==> src/rtl/shp_pkg.sv <==
// constants and types for the sram-style host port
// assumes a single 250 mhz clock domain and synchronous inputs
//
// Operation
// - the host reaches registers and both data fifos by programmed io only.
// - a 7-bit word address on bits 7..1 selects registers or data fifos.
// - 16-bit host transfers are paired into 32-bit internal words.
// - the byte order on the host bus is big or little endian by choice.
// - only a low read strobe marks a read request.
// - only a low write strobe marks a write request.
// - chip select must be low to qualify any strobe.
// - a qualified write wakes the device from its reduced power state.
// - with fifo select high every access goes to a data fifo, a[7:3] unused.
// - the link-rate strap is caught at reset release as the default.
// - strap 0 gives 10 mbps half no autoneg, 1 gives 100 half autoneg.
// - auto crossover is on only while its enable input is high.
// - a reversed cable with auto crossover enabled, or manual reversal, swaps tx and rx pair roles.
// - one interrupt output with software sources, polarity and type.
// - a programmable interval holds off reassertion of the interrupt.
package shp_pkg;
  // ==========================================================
  // address map (word addresses)
  localparam logic [6:0] ADDR_RX_FIFO = 7'h00;
  localparam logic [6:0] ADDR_TX_FIFO = 7'h10;
  localparam logic [6:0] ADDR_CSR_BASE = 7'h20;
  localparam int FIFO_SEL_LSB = 3;
  // a[2] picks the fifo: a[7:3] are ignored in fifo mode
  localparam int FIFO_SEL_TX_BIT = 1;
  // ==========================================================
  // link defaults
  localparam logic SPEED_10 = 1'b0;
  localparam logic SPEED_100 = 1'b1;
  localparam logic DUPLEX_HALF = 1'b0;
  // ==========================================================
  // interrupt hold-off
  localparam int HOLDOFF_W = 8;
  localparam logic [7:0] HOLDOFF_RST = 8'h00;
  localparam logic [15:0] RDATA_RST = 16'h0000;
  typedef enum logic [1:0] {
    SHP_IDLE,
    SHP_READ,
    SHP_WRITE
  } shp_acc_e;
endpackage
==> src/rtl/shp_host_port.sv <==
// sram-style host port: strobe decode, 16/32 pairing, fifo select,
// wake on write, straps, crossover and interrupt output
// assumes host pins are synchronous to mclk and held per access
`timescale 1ns/1ps
module shp_host_port #(
  parameter int SRC_W = 8
) (
  // clock and reset
  input wire logic mclk,
  input wire logic srst,
  // host bus
  input wire logic chip_select_n,
  input wire logic read_strobe_n,
  input wire logic write_strobe_n,
  input wire logic [6:0] addr,
  input wire logic fifo_sel,
  input wire logic [15:0] data_in,
  output logic [15:0] data_out,
  output logic data_oe,
  // configuration
  input wire logic big_endian,
  input wire logic [SRC_W-1:0] irq_src,
  input wire logic [SRC_W-1:0] irq_enable,
  input wire logic irq_polarity_high,
  input wire logic irq_open_drain,
  input wire logic [shp_pkg::HOLDOFF_W-1:0] irq_holdoff,
  input wire logic sleep_req,
  // internal 32-bit paths
  output logic [31:0] wr_word,
  output logic [6:0] wr_addr,
  output logic wr_valid,
  output logic [6:0] rd_addr,
  output logic rd_req,
  input wire logic [31:0] rd_word,
  // power and link
  output logic asleep,
  output logic write_enabled,
  input wire logic speed_strap,
  input wire logic crossover_auto_enable,
  input wire logic cable_reversed,
  input wire logic manual_reverse,
  output logic link_speed_100,
  output logic link_duplex_full,
  output logic link_autoneg,
  output logic auto_crossover_on,
  output logic pairs_swapped,
  // interrupt pin
  output logic irq_out,
  output logic irq_oe
);
  shp_pkg::shp_acc_e acc, acc_q;
  logic [6:0] eff_addr;
  logic half_sel;
  logic [15:0] low_half;
  logic srst_q;
  logic read_seen;
  logic [31:0] rd_hold;

  function automatic logic [15:0] swap16(input logic [15:0] v,
                                         input logic be);
    swap16 = be ? {v[7:0], v[15:8]} : v;
  endfunction

  // ==========================================================
  // access decode: chip select qualifies one low strobe
  always_comb begin
    if (chip_select_n)
      acc = shp_pkg::SHP_IDLE;
    else if (!read_strobe_n && write_strobe_n)
      acc = shp_pkg::SHP_READ;
    else if (!write_strobe_n && read_strobe_n)
      acc = shp_pkg::SHP_WRITE;
    else
      acc = shp_pkg::SHP_IDLE;
  end

  // fifo select folds the address onto the data fifo ports
  always_comb begin
    if (fifo_sel)
      eff_addr = addr[shp_pkg::FIFO_SEL_TX_BIT] ? shp_pkg::ADDR_TX_FIFO
                 : shp_pkg::ADDR_RX_FIFO;
    else
      eff_addr = addr;
  end
  // a[1] is addr[0]: picks the half of the 32-bit word
  assign half_sel = addr[0];

  always_ff @(posedge mclk) begin
    if (srst)
      acc_q <= shp_pkg::SHP_IDLE;
    else
      acc_q <= acc;
  end

  // ==========================================================
  // power: sleep on request, a qualified write wakes
  always_ff @(posedge mclk) begin
    if (srst)
      asleep <= 1'b0;
    else if (acc == shp_pkg::SHP_WRITE)
      asleep <= 1'b0;
    else if (sleep_req)
      asleep <= 1'b1;
  end

  // writes take effect only after a first read since reset or wake
  always_ff @(posedge mclk) begin
    if (srst)
      read_seen <= 1'b0;
    else if (asleep)
      read_seen <= 1'b0;
    else if (acc == shp_pkg::SHP_READ && acc_q != shp_pkg::SHP_READ)
      read_seen <= 1'b1;
  end
  always_ff @(posedge mclk) begin
    if (srst)
      write_enabled <= 1'b0;
    else
      write_enabled <= read_seen;
  end

  // ==========================================================
  // write path: low half stored, high half completes the word
  always_ff @(posedge mclk) begin
    if (srst) begin
      low_half <= shp_pkg::RDATA_RST;
      wr_word <= '0;
      wr_addr <= '0;
      wr_valid <= 1'b0;
    end else begin
      wr_valid <= 1'b0;
      if (acc == shp_pkg::SHP_WRITE && acc_q != shp_pkg::SHP_WRITE
          && read_seen && !asleep) begin
        if (!half_sel) begin
          low_half <= swap16(data_in, big_endian);
        end else begin
          wr_word <= {swap16(data_in, big_endian), low_half};
          wr_addr <= {eff_addr[6:1], 1'b0};
          wr_valid <= 1'b1;
        end
      end
    end
  end

  // ==========================================================
  // read path: low half fetches the word, high half reuses it
  always_ff @(posedge mclk) begin
    if (srst) begin
      rd_req <= 1'b0;
      rd_addr <= '0;
    end else begin
      rd_req <= acc == shp_pkg::SHP_READ && acc_q != shp_pkg::SHP_READ
                && !half_sel;
      rd_addr <= {eff_addr[6:1], 1'b0};
    end
  end
  always_ff @(posedge mclk) begin
    if (srst)
      rd_hold <= '0;
    else if (rd_req)
      rd_hold <= rd_word;
  end
  always_ff @(posedge mclk) begin
    if (srst) begin
      data_out <= shp_pkg::RDATA_RST;
      data_oe <= 1'b0;
    end else begin
      data_oe <= acc == shp_pkg::SHP_READ;
      if (rd_req && !half_sel)
        data_out <= swap16(rd_word[15:0], big_endian);
      else if (acc == shp_pkg::SHP_READ && half_sel)
        data_out <= swap16(rd_hold[31:16], big_endian);
    end
  end

  // ==========================================================
  // straps caught on the first edge after reset release
  always_ff @(posedge mclk) begin
    if (srst)
      srst_q <= 1'b1;
    else
      srst_q <= 1'b0;
  end
  always_ff @(posedge mclk) begin
    if (srst) begin
      link_speed_100 <= shp_pkg::SPEED_10;
      link_autoneg <= 1'b0;
      link_duplex_full <= shp_pkg::DUPLEX_HALF;
    end else if (srst_q) begin
      link_speed_100 <= speed_strap ? shp_pkg::SPEED_100
                        : shp_pkg::SPEED_10;
      link_autoneg <= speed_strap;
      link_duplex_full <= shp_pkg::DUPLEX_HALF;
    end
  end

  // ==========================================================
  // crossover control
  always_ff @(posedge mclk) begin
    if (srst) begin
      auto_crossover_on <= 1'b0;
      pairs_swapped <= 1'b0;
    end else begin
      auto_crossover_on <= crossover_auto_enable;
      pairs_swapped <= manual_reverse
                       || (crossover_auto_enable && cable_reversed);
    end
  end

  // ==========================================================
  // interrupt
  shp_irq_ctl #(.SRC_W(SRC_W)) u_irq (
    .mclk(mclk),
    .srst(srst),
    .src(irq_src),
    .src_enable(irq_enable),
    .polarity_high(irq_polarity_high),
    .open_drain(irq_open_drain),
    .holdoff(irq_holdoff),
    .irq_out(irq_out),
    .irq_oe(irq_oe)
  );

  // ==========================================================
  // checks
  a_cs_gates_oe: assert property (
    @(posedge mclk) disable iff (srst)
    chip_select_n |=> !data_oe)
    else $error("data driven without chip select");
  a_both_strobes_idle: assert property (
    @(posedge mclk) disable iff (srst)
    !read_strobe_n && !write_strobe_n |=> !data_oe && !wr_valid)
    else $error("both strobes treated as access");
  a_read_drives: assert property (
    @(posedge mclk) disable iff (srst)
    !chip_select_n && !read_strobe_n && write_strobe_n |=> data_oe)
    else $error("read not answered");
  a_write_wakes: assert property (
    @(posedge mclk) disable iff (srst)
    asleep && !chip_select_n && !write_strobe_n && read_strobe_n
    |=> !asleep)
    else $error("write did not wake");
  a_write_needs_read: assert property (
    @(posedge mclk) disable iff (srst)
    wr_valid |-> $past(read_seen))
    else $error("write accepted before first read");
  a_fifo_sel_map: assert property (
    @(posedge mclk) disable iff (srst)
    fifo_sel && !chip_select_n && !read_strobe_n && write_strobe_n
    |=> rd_addr[6:shp_pkg::FIFO_SEL_LSB] == '0
        || rd_addr == shp_pkg::ADDR_TX_FIFO)
    else $error("fifo select did not steer to a data fifo");
  a_strap_speed: assert property (
    @(posedge mclk) disable iff (srst)
    srst_q |=> link_speed_100 == $past(speed_strap)
               && link_autoneg == $past(speed_strap))
    else $error("strap not latched at release");
  a_swap_auto: assert property (
    @(posedge mclk) disable iff (srst)
    !manual_reverse && !crossover_auto_enable |=> !pairs_swapped)
    else $error("pairs swapped with crossover disabled");
  a_pair_word: assert property (
    @(posedge mclk) disable iff (srst)
    wr_valid |-> wr_word[15:0] == low_half)
    else $error("write word halves mismatched");
  a_rd_pulse: assert property (
    @(posedge mclk) disable iff (srst)
    rd_req |=> !rd_req)
    else $error("read fetch held for two cycles");
  a_wr_pulse: assert property (
    @(posedge mclk) disable iff (srst)
    wr_valid |=> !wr_valid)
    else $error("write word handed over twice");
  a_wr_even: assert property (
    @(posedge mclk) disable iff (srst)
    wr_valid |-> !wr_addr[0])
    else $error("write word address not even");
  a_sleep_drops: assert property (
    @(posedge mclk) disable iff (srst)
    asleep |=> !wr_valid && !read_seen)
    else $error("write taken while asleep");
  a_oe_qualified: assert property (
    @(posedge mclk) disable iff (srst)
    data_oe |-> $past(!chip_select_n && !read_strobe_n && write_strobe_n))
    else $error("data driven without a qualified read");
  a_wr_qualified: assert property (
    @(posedge mclk) disable iff (srst)
    wr_valid |-> $past(!chip_select_n && !write_strobe_n && read_strobe_n))
    else $error("write word without a qualified write");
  a_strap_stable: assert property (
    @(posedge mclk) disable iff (srst)
    !srst_q |=> $stable(link_speed_100) && $stable(link_autoneg))
    else $error("link defaults moved after release");
  a_xover_follow: assert property (
    @(posedge mclk) disable iff (srst)
    1'b1 |=> auto_crossover_on == $past(crossover_auto_enable))
    else $error("crossover enable not followed");
  a_manual_swap: assert property (
    @(posedge mclk) disable iff (srst)
    manual_reverse |=> pairs_swapped)
    else $error("manual reversal did not swap pairs");

  c_read: cover property (@(posedge mclk) rd_req);
  c_write: cover property (@(posedge mclk) wr_valid);
  c_wake: cover property (@(posedge mclk) $fell(asleep));
  c_swap: cover property (@(posedge mclk) pairs_swapped);
  c_fifo_tx: cover property (@(posedge mclk)
    wr_valid && wr_addr == shp_pkg::ADDR_TX_FIFO);
endmodule

==> src/rtl/shp_irq_ctl.sv <==
// interrupt output stage with hold-off timer
// assumes sources are level inputs on mclk
`timescale 1ns/1ps
module shp_irq_ctl #(
  parameter int SRC_W = 8
) (
  // clock and reset
  input wire logic mclk,
  input wire logic srst,
  // control
  input wire logic [SRC_W-1:0] src,
  input wire logic [SRC_W-1:0] src_enable,
  input wire logic polarity_high,
  input wire logic open_drain,
  input wire logic [shp_pkg::HOLDOFF_W-1:0] holdoff,
  // pin
  output logic irq_out,
  output logic irq_oe
);
  logic pending;
  logic [shp_pkg::HOLDOFF_W-1:0] hold_cnt;
  logic asserted;
  assign pending = |(src & src_enable);

  // ==========================================================
  // hold-off: after a deassertion wait holdoff cycles
  always_ff @(posedge mclk) begin
    if (srst) begin
      asserted <= 1'b0;
      hold_cnt <= shp_pkg::HOLDOFF_RST;
    end else if (asserted) begin
      if (!pending) begin
        asserted <= 1'b0;
        hold_cnt <= holdoff;
      end
    end else if (hold_cnt != '0) begin
      hold_cnt <= hold_cnt - 1'b1;
    end else if (pending) begin
      asserted <= 1'b1;
    end
  end

  // ==========================================================
  // pin drive: open drain only pulls to the active level
  always_ff @(posedge mclk) begin
    if (srst) begin
      irq_out <= 1'b0;
      irq_oe <= 1'b0;
    end else begin
      irq_out <= asserted ~^ polarity_high;
      irq_oe <= open_drain ? asserted : 1'b1;
    end
  end

  a_irq_holdoff: assert property (
    @(posedge mclk) disable iff (srst)
    $fell(asserted) && holdoff != '0 |=> !asserted)
    else $error("interrupt reasserted inside hold-off");
  a_irq_polar: assert property (
    @(posedge mclk) disable iff (srst)
    !open_drain |=> irq_out == ($past(asserted) ~^ $past(polarity_high)))
    else $error("interrupt level does not follow polarity");
endmodule

==> config.mk <==
export PLATFORM = sky130hd
export DESIGN_NAME = shp_host_port
export DESIGN_NICKNAME = d
export VERILOG_FILES = /design/src/rtl/shp_pkg.sv /design/src/rtl/shp_host_port.sv /design/src/rtl/shp_irq_ctl.sv
export SDC_FILE = /design/constraint.sdc
export NUM_CORES = 1
export LEC_CHECK = 0
export ABC_AREA = 1
export BUFFER_PORTS_ARGS = -buffer_cell sky130_fd_sc_hd__buf_2
export CORE_MARGIN = 2
export CORE_UTILIZATION = 54
export CTS_CLUSTER_DIAMETER = 50
export DETAILED_ROUTE_END_ITERATION = 10
export PLACE_DENSITY = 0.81
export RECOVER_POWER = 100
export SETUP_SLACK_MARGIN = 0.05
export SYNTH_ARGS = -nofsm -noshare
export SYNTH_HDL_FRONTEND = slang
export SYNTH_SLANG_ARGS = --single-unit
==> constraint.sdc <==
create_clock -name mclk -period 3.6 [get_ports mclk]
set_clock_uncertainty 0.05 [all_clocks]
set_input_delay 0.72 -clock mclk [delete_from_list [all_inputs] [get_ports mclk]]
set_output_delay 0.72 -clock mclk [all_outputs]
set_load 0.02 [all_outputs]
== After elaboration in Yosys (flattened, before gate mapping) ==
Index checks and enable logic that the tools add are counted.
Cells by class
  multiplexer cells: 20
  equality and inequality tests: 5
  bitwise gates (word level): 4
  add/subtract/negate cells: 1
  reductions and logical operators: 25
Operator list (number)
  $mux 16: 5
  $mux 8: 3
  $logic_and 1x1->1: 10
  $and 8x8->8: 1
  $reduce_bool 8->1: 1
  $reduce_or 8->1: 1
  $sub 8x1->8 const B: 1
  $mux 1: 7
  $mux 7: 1
  $mux 2: 3
  $reduce_and 2->1: 3
  $reduce_or 2->1: 3
  $mux 5: 1
  $logic_not 1->1: 4
  $ne 2x2->1 const B: 2
  $reduce_bool 2->1: 2
  $eq 2x1->1 const B: 1
  $eq 2x2->1 const B: 1
  $ne 2x1->1 const B: 1
  $not 1->1: 2
  $logic_or 1x1->1: 1
  $xnor 1x1->1: 1
Storage, ports and cells
  register bits after elaboration: 133

== Depth between registers and ports, before layout ==
  depth after elaboration: 11
  depth in mapped cells: 9
  gate-level depth less buffers: 9

== Cells and area by module ==
From an unflattened synthesis, not the netlist that was laid out.
Unflattened totals
  cell total of the unflattened synthesis: 946
  area, all modules: 5915.7 µm²
By module, submodules not included
  shp_host_port: cells each 827, instances 1, area an instance 5190.0 µm², seq. area each 2082.0 µm²
  shp_irq_ctl: cells each 119, instances 1, area an instance 725.7 µm², seq. area each 220.2 µm²

== Worst setup path before layout ==
No wires, ideal clock.
  kind: input-to-reg
  start: input port read_strobe_n
  end: register data_out[0]
  library setup time: 125 ps
  buffers on the path: 2
  arrival time: 1505 ps
  data required time: 3425 ps
  slack: 1920 ps
  stages: 6
  path through: inv_1 > nand3b_1 > o21ai_1 > buf_2 > buf_4 > a31oi_1
On the way
  longest elaborated chain between the ends: 7
  elaborated cells on any way between the ends: 9
RTL lines
  from (decl): RTL line shp_host_port.sv:13  | input wire logic read_strobe_n,
  $logic_and 1x1->1 / $logic_not 1->1 (equally long branches): RTL line shp_host_port.sv:71, shp_host_port.sv:69
  $mux 2 / $logic_and 1x1->1 (equally long branches): RTL line shp_host_port.sv:71, shp_host_port.sv:69
  $mux 2 *: RTL line shp_host_port.sv:69  | else if (!read_strobe_n && write_strobe_n)
  $mux 2 *: RTL line shp_host_port.sv:67  | if (chip_select_n)
  $eq 2x1->1 *: RTL line shp_host_port.sv:171  | else if (acc == shp_pkg::SHP_READ && half_sel)
  $logic_and 1x1->1 *: RTL line shp_host_port.sv:171
  $reduce_bool 2->1 (no line) *
  to (signal assigned): RTL line shp_host_port.sv:165  | data_out <= shp_pkg::RDATA_RST;
  to (signal assigned): RTL line shp_host_port.sv:170  | data_out <= swap16(rd_word[15:0], big_endian);
  to (signal assigned): RTL line shp_host_port.sv:172  | data_out <= swap16(rd_hold[31:16], big_endian);
  to (decl): RTL line shp_host_port.sv:18  | output logic [15:0] data_out,
Every way passes the cells marked *; elsewhere a longest branch is shown, timed or not.
A chain may end at the register's enable or synchronous reset.

== Worst setup path after layout ==
  start: register read_seen
  end: register wr_word[27]
On the way
  longest elaborated chain between the ends: 3
RTL lines
  from (decl): RTL line shp_host_port.sv:56  | logic read_seen;
  from (signal assigned): RTL line shp_host_port.sv:109  | read_seen <= 1'b0;
  from (signal assigned): RTL line shp_host_port.sv:111  | read_seen <= 1'b0;
  from (signal assigned): RTL line shp_host_port.sv:113  | read_seen <= 1'b1;
  $logic_and 1x1->1 (2 in a row): RTL line shp_host_port.sv:133  | && read_seen && !asleep) begin
  $reduce_and 2->1 (no line)
  to (signal assigned): RTL line shp_host_port.sv:137  | wr_word <= {swap16(data_in, big_endian), low_half};
  to (decl): RTL line shp_host_port.sv:29  | output logic [31:0] wr_word,
No other way between the ends.

==> reports/results.txt <==
layout cells sized above 1 = 16.0%
Detail Route Antenna Nets = 0
hold_buf cts = 0
vias in the first global route = 4,679
port bufs = 163
leading area contributor after synthesis = dfxtp_1
Die W = 99.6 um
Slew headroom = 5.81%
Int Pwr = 2820 uW
CP top delay family = simple AND/OR/NAND/NOR gates
most common cell after layout, fill and taps aside = o21ai_0
drt initial violations = 242
Tot Pwr = 3870 uW
IO Pins = 167
status = completed
worst endpoint required time = 3.93 ns
Worst setup SP type = flip-flop
CTS H-tree lvls = 4
most frequent cells in the layout = o21ai_0, dfxtp_1, buf_2
CP Capture Type = flip-flop
clk root buf = clkbuf_8
Seq/Total Area, Yosys = 46.6%
Max-Cap Viols = 0
worst-path fanout max = 46
first-pass GRT wire length = 21,300 um
RSZ-0062 raised after global routing = no
CP bufs+invs = 2
Detailed Place HPWL = 8670 um
FF+latch count, synth = 115
met3 routed WL = 744 um
Fin. Hold Viols = 0
top routing layer in use = met5
routed metal-1 wirelength = 5470 um
vias per cell = 5.29
Reg area = 0.00230 mm^2
CP Class = reg -> reg
CP arrival = 2.99 ns
clock sinks = 115
Switching Fraction = 27.2%
setup_tns = 0 ns
area of the multi-input gates = 0.00207 mm^2
nets@finish = 921
total CTS buffers = 17
async set-reset flop share out of synthesis = 0%
Gate power share = 16.1%
Final Setup Violations = 0
Longest Clk Path Bufs = 2
Post-synth EDFFs = 0
Gate Count Post-Synth = 685
CTS tree = done
Slew Viols, Final = 0
post-CTS setup buffer count = 0
Seq pwr share = 36.3%
CP max stage delay = 1.00 ns
top cell type's share of synthesized area = 46.6%
top_reg_cell synth = dfxtp_1
Max VDD drop = 0.000381 V
Ys Warns = 0
ranking of synthesized cells by area = dfxtp_1, o21ai_0, a21oi_1
Synth cell types = 36
Power Density = 620 mW/mm^2
Tcrit/Tclk final = 73.8%
Final Util = 71.0%
starting density of the core = 56.1%
worst-margin pin slew = 1.41 ns
WL final = 13,100 um
Pre-antenna DRT Iters = 7
clock latency on the worst-skew pair = 0.50 ns
routed vias = 5,007
crit path max-delay cell type = nand3_1
critical-path cell list = inv_1, nor3_1, nand3_1, buf_4, o21ai_0, a21oi_1
height of the chip = 99.6 um
die footprint = 0.00992 mm^2
all-layer global routing usage = 26.6%
Leak Pwr = 0.00263 uW
Gates resized, CTS repair = 0
initial antenna violation count = 1
syn_area_per_cell = 7.21 um^2
fmax = 0.376 GHz
area of the core = 0.00881 mm^2
Syn Std Cell Area = 0.00494 mm^2
P&R area growth vs syn = 26.6%
share of total power in the clock network = 47.7%
grt ovf = 0
DR WL/cell = 13.9 um
FP Rows = 34
largest net degree at the start of global routing = 87
RD Place Congestion = 0.895
hold crit path type = in -> reg
met2 routed WL = 6500 um
DR DRC count = 0
minimum clock period after layout = 2.66 ns
# fillers = 717
P_sw = 1050 uW
clock transition at the registers of the reported paths = 0.06 ns
==> worst register-to-register path, stage by stage, from the launching register on <==
cell and delay, ns:
dfxtp_1 0.30, inv_1 0.06, nor3_1 0.25, nand3_1 1.00, buf_4 0.58, o21ai_0 0.24, a21oi_1 0.06
==> final cells by class <==
type                            instances  share of cell area, %
Sequential cell                       115                   36.8
Multi-Input combinational cell        435                   33.1
Timing Repair Buffer                  167                   12.1
Clock buffer                           17                   6.63
Inverter                               90                   5.42
Clock inverter                         14                   3.76
Tap cell                              108                   2.16
Antenna cell                            1                 0.0400
==> layer usage <==
metal,vias to the layer above,track usage (%)
li1,2509,-
met1,2245,32.0
met2,213,45.6
met3,38,5.55
met4,2,12.5
met5,-,0
==> state kept, by name, indices dropped and copies added (netlist names), 2 cells and up <==
signal          count
data_out           16
wr_addr             6
wr_word            32
acc_q               2
u_irq.hold_cnt      8
rd_addr             6
low_half           16
rd_hold            16
==> power groups by stage <==
stage | clock network, uW | logic [uW] | registers, uW
after CTS | 1860 | 629 | 1400
after global placement | 0 | 594 | 1420
final | 1850 | 622 | 1410
after global routing | 1920 | 714 | 1410
after floorplan | 0 | 441 | 1430
after detailed placement | 0 | 615 | 1430
==> worst paths after layout <==
kind	from	to	slack (ns)	cells past startpoint
worst max-delay path	read_seen$_SDFFE_PP0P_	wr_word[27]$_SDFFE_PP0P_	0.94	6
worst min-delay path	irq_open_drain	u_irq.irq_oe$_SDFF_PP0_	0.34	2
worst min register to register	srst_q$_DFF_P_	link_speed_100$_SDFFE_PP0P_	0.39	1
worst max register to register	read_seen$_SDFFE_PP0P_	wr_word[27]$_SDFFE_PP0P_	0.94	6
==> synth_stat cells (2+ instances only) <==
library cell / number
dfxtp_1: 115
buf_4: 6
nor2_1: 83
inv_2: 2
a31oi_1: 11
nand2_2: 2
buf_2: 11
or2_0: 5
inv_1: 86
clkbuf_1: 27
nand3_1: 13
ha_1: 2
o21ai_0: 122
buf_1: 2
or2_2: 2
o211ai_1: 14
o21ai_1: 2
a21oi_1: 76
nand2_1: 85
nor3_1: 3
==> cell families (layout without fill, tap and decap cells) <==
group	Yosys count	after routing	share of synthesized area [%]
buffers and inverters	137	288	11.3
AO/OA/AOI/OAI	229	229	24.5
adder cells (fa/ha/maj)	2	2	0.507
other	1	4	0.0760
flip-flops	115	115	46.6
AND/OR/NAND/NOR	200	200	16.8
XOR/XNOR	1	1	0.177
==> through the flow <==
step,hold slack [ns],setup slack (ns),cell area [um^2],cells
finish,0.342,0.943,6250,947
global route,0.342,0.582,6250,946
CTS,0.325,1.47,6350,946
detailed placement,0.380,1.00,5700,915
global placement,0.360,1.10,5700,915
floorplan,0.355,1.92,4940,687
(Power assumes the default switching activity.)
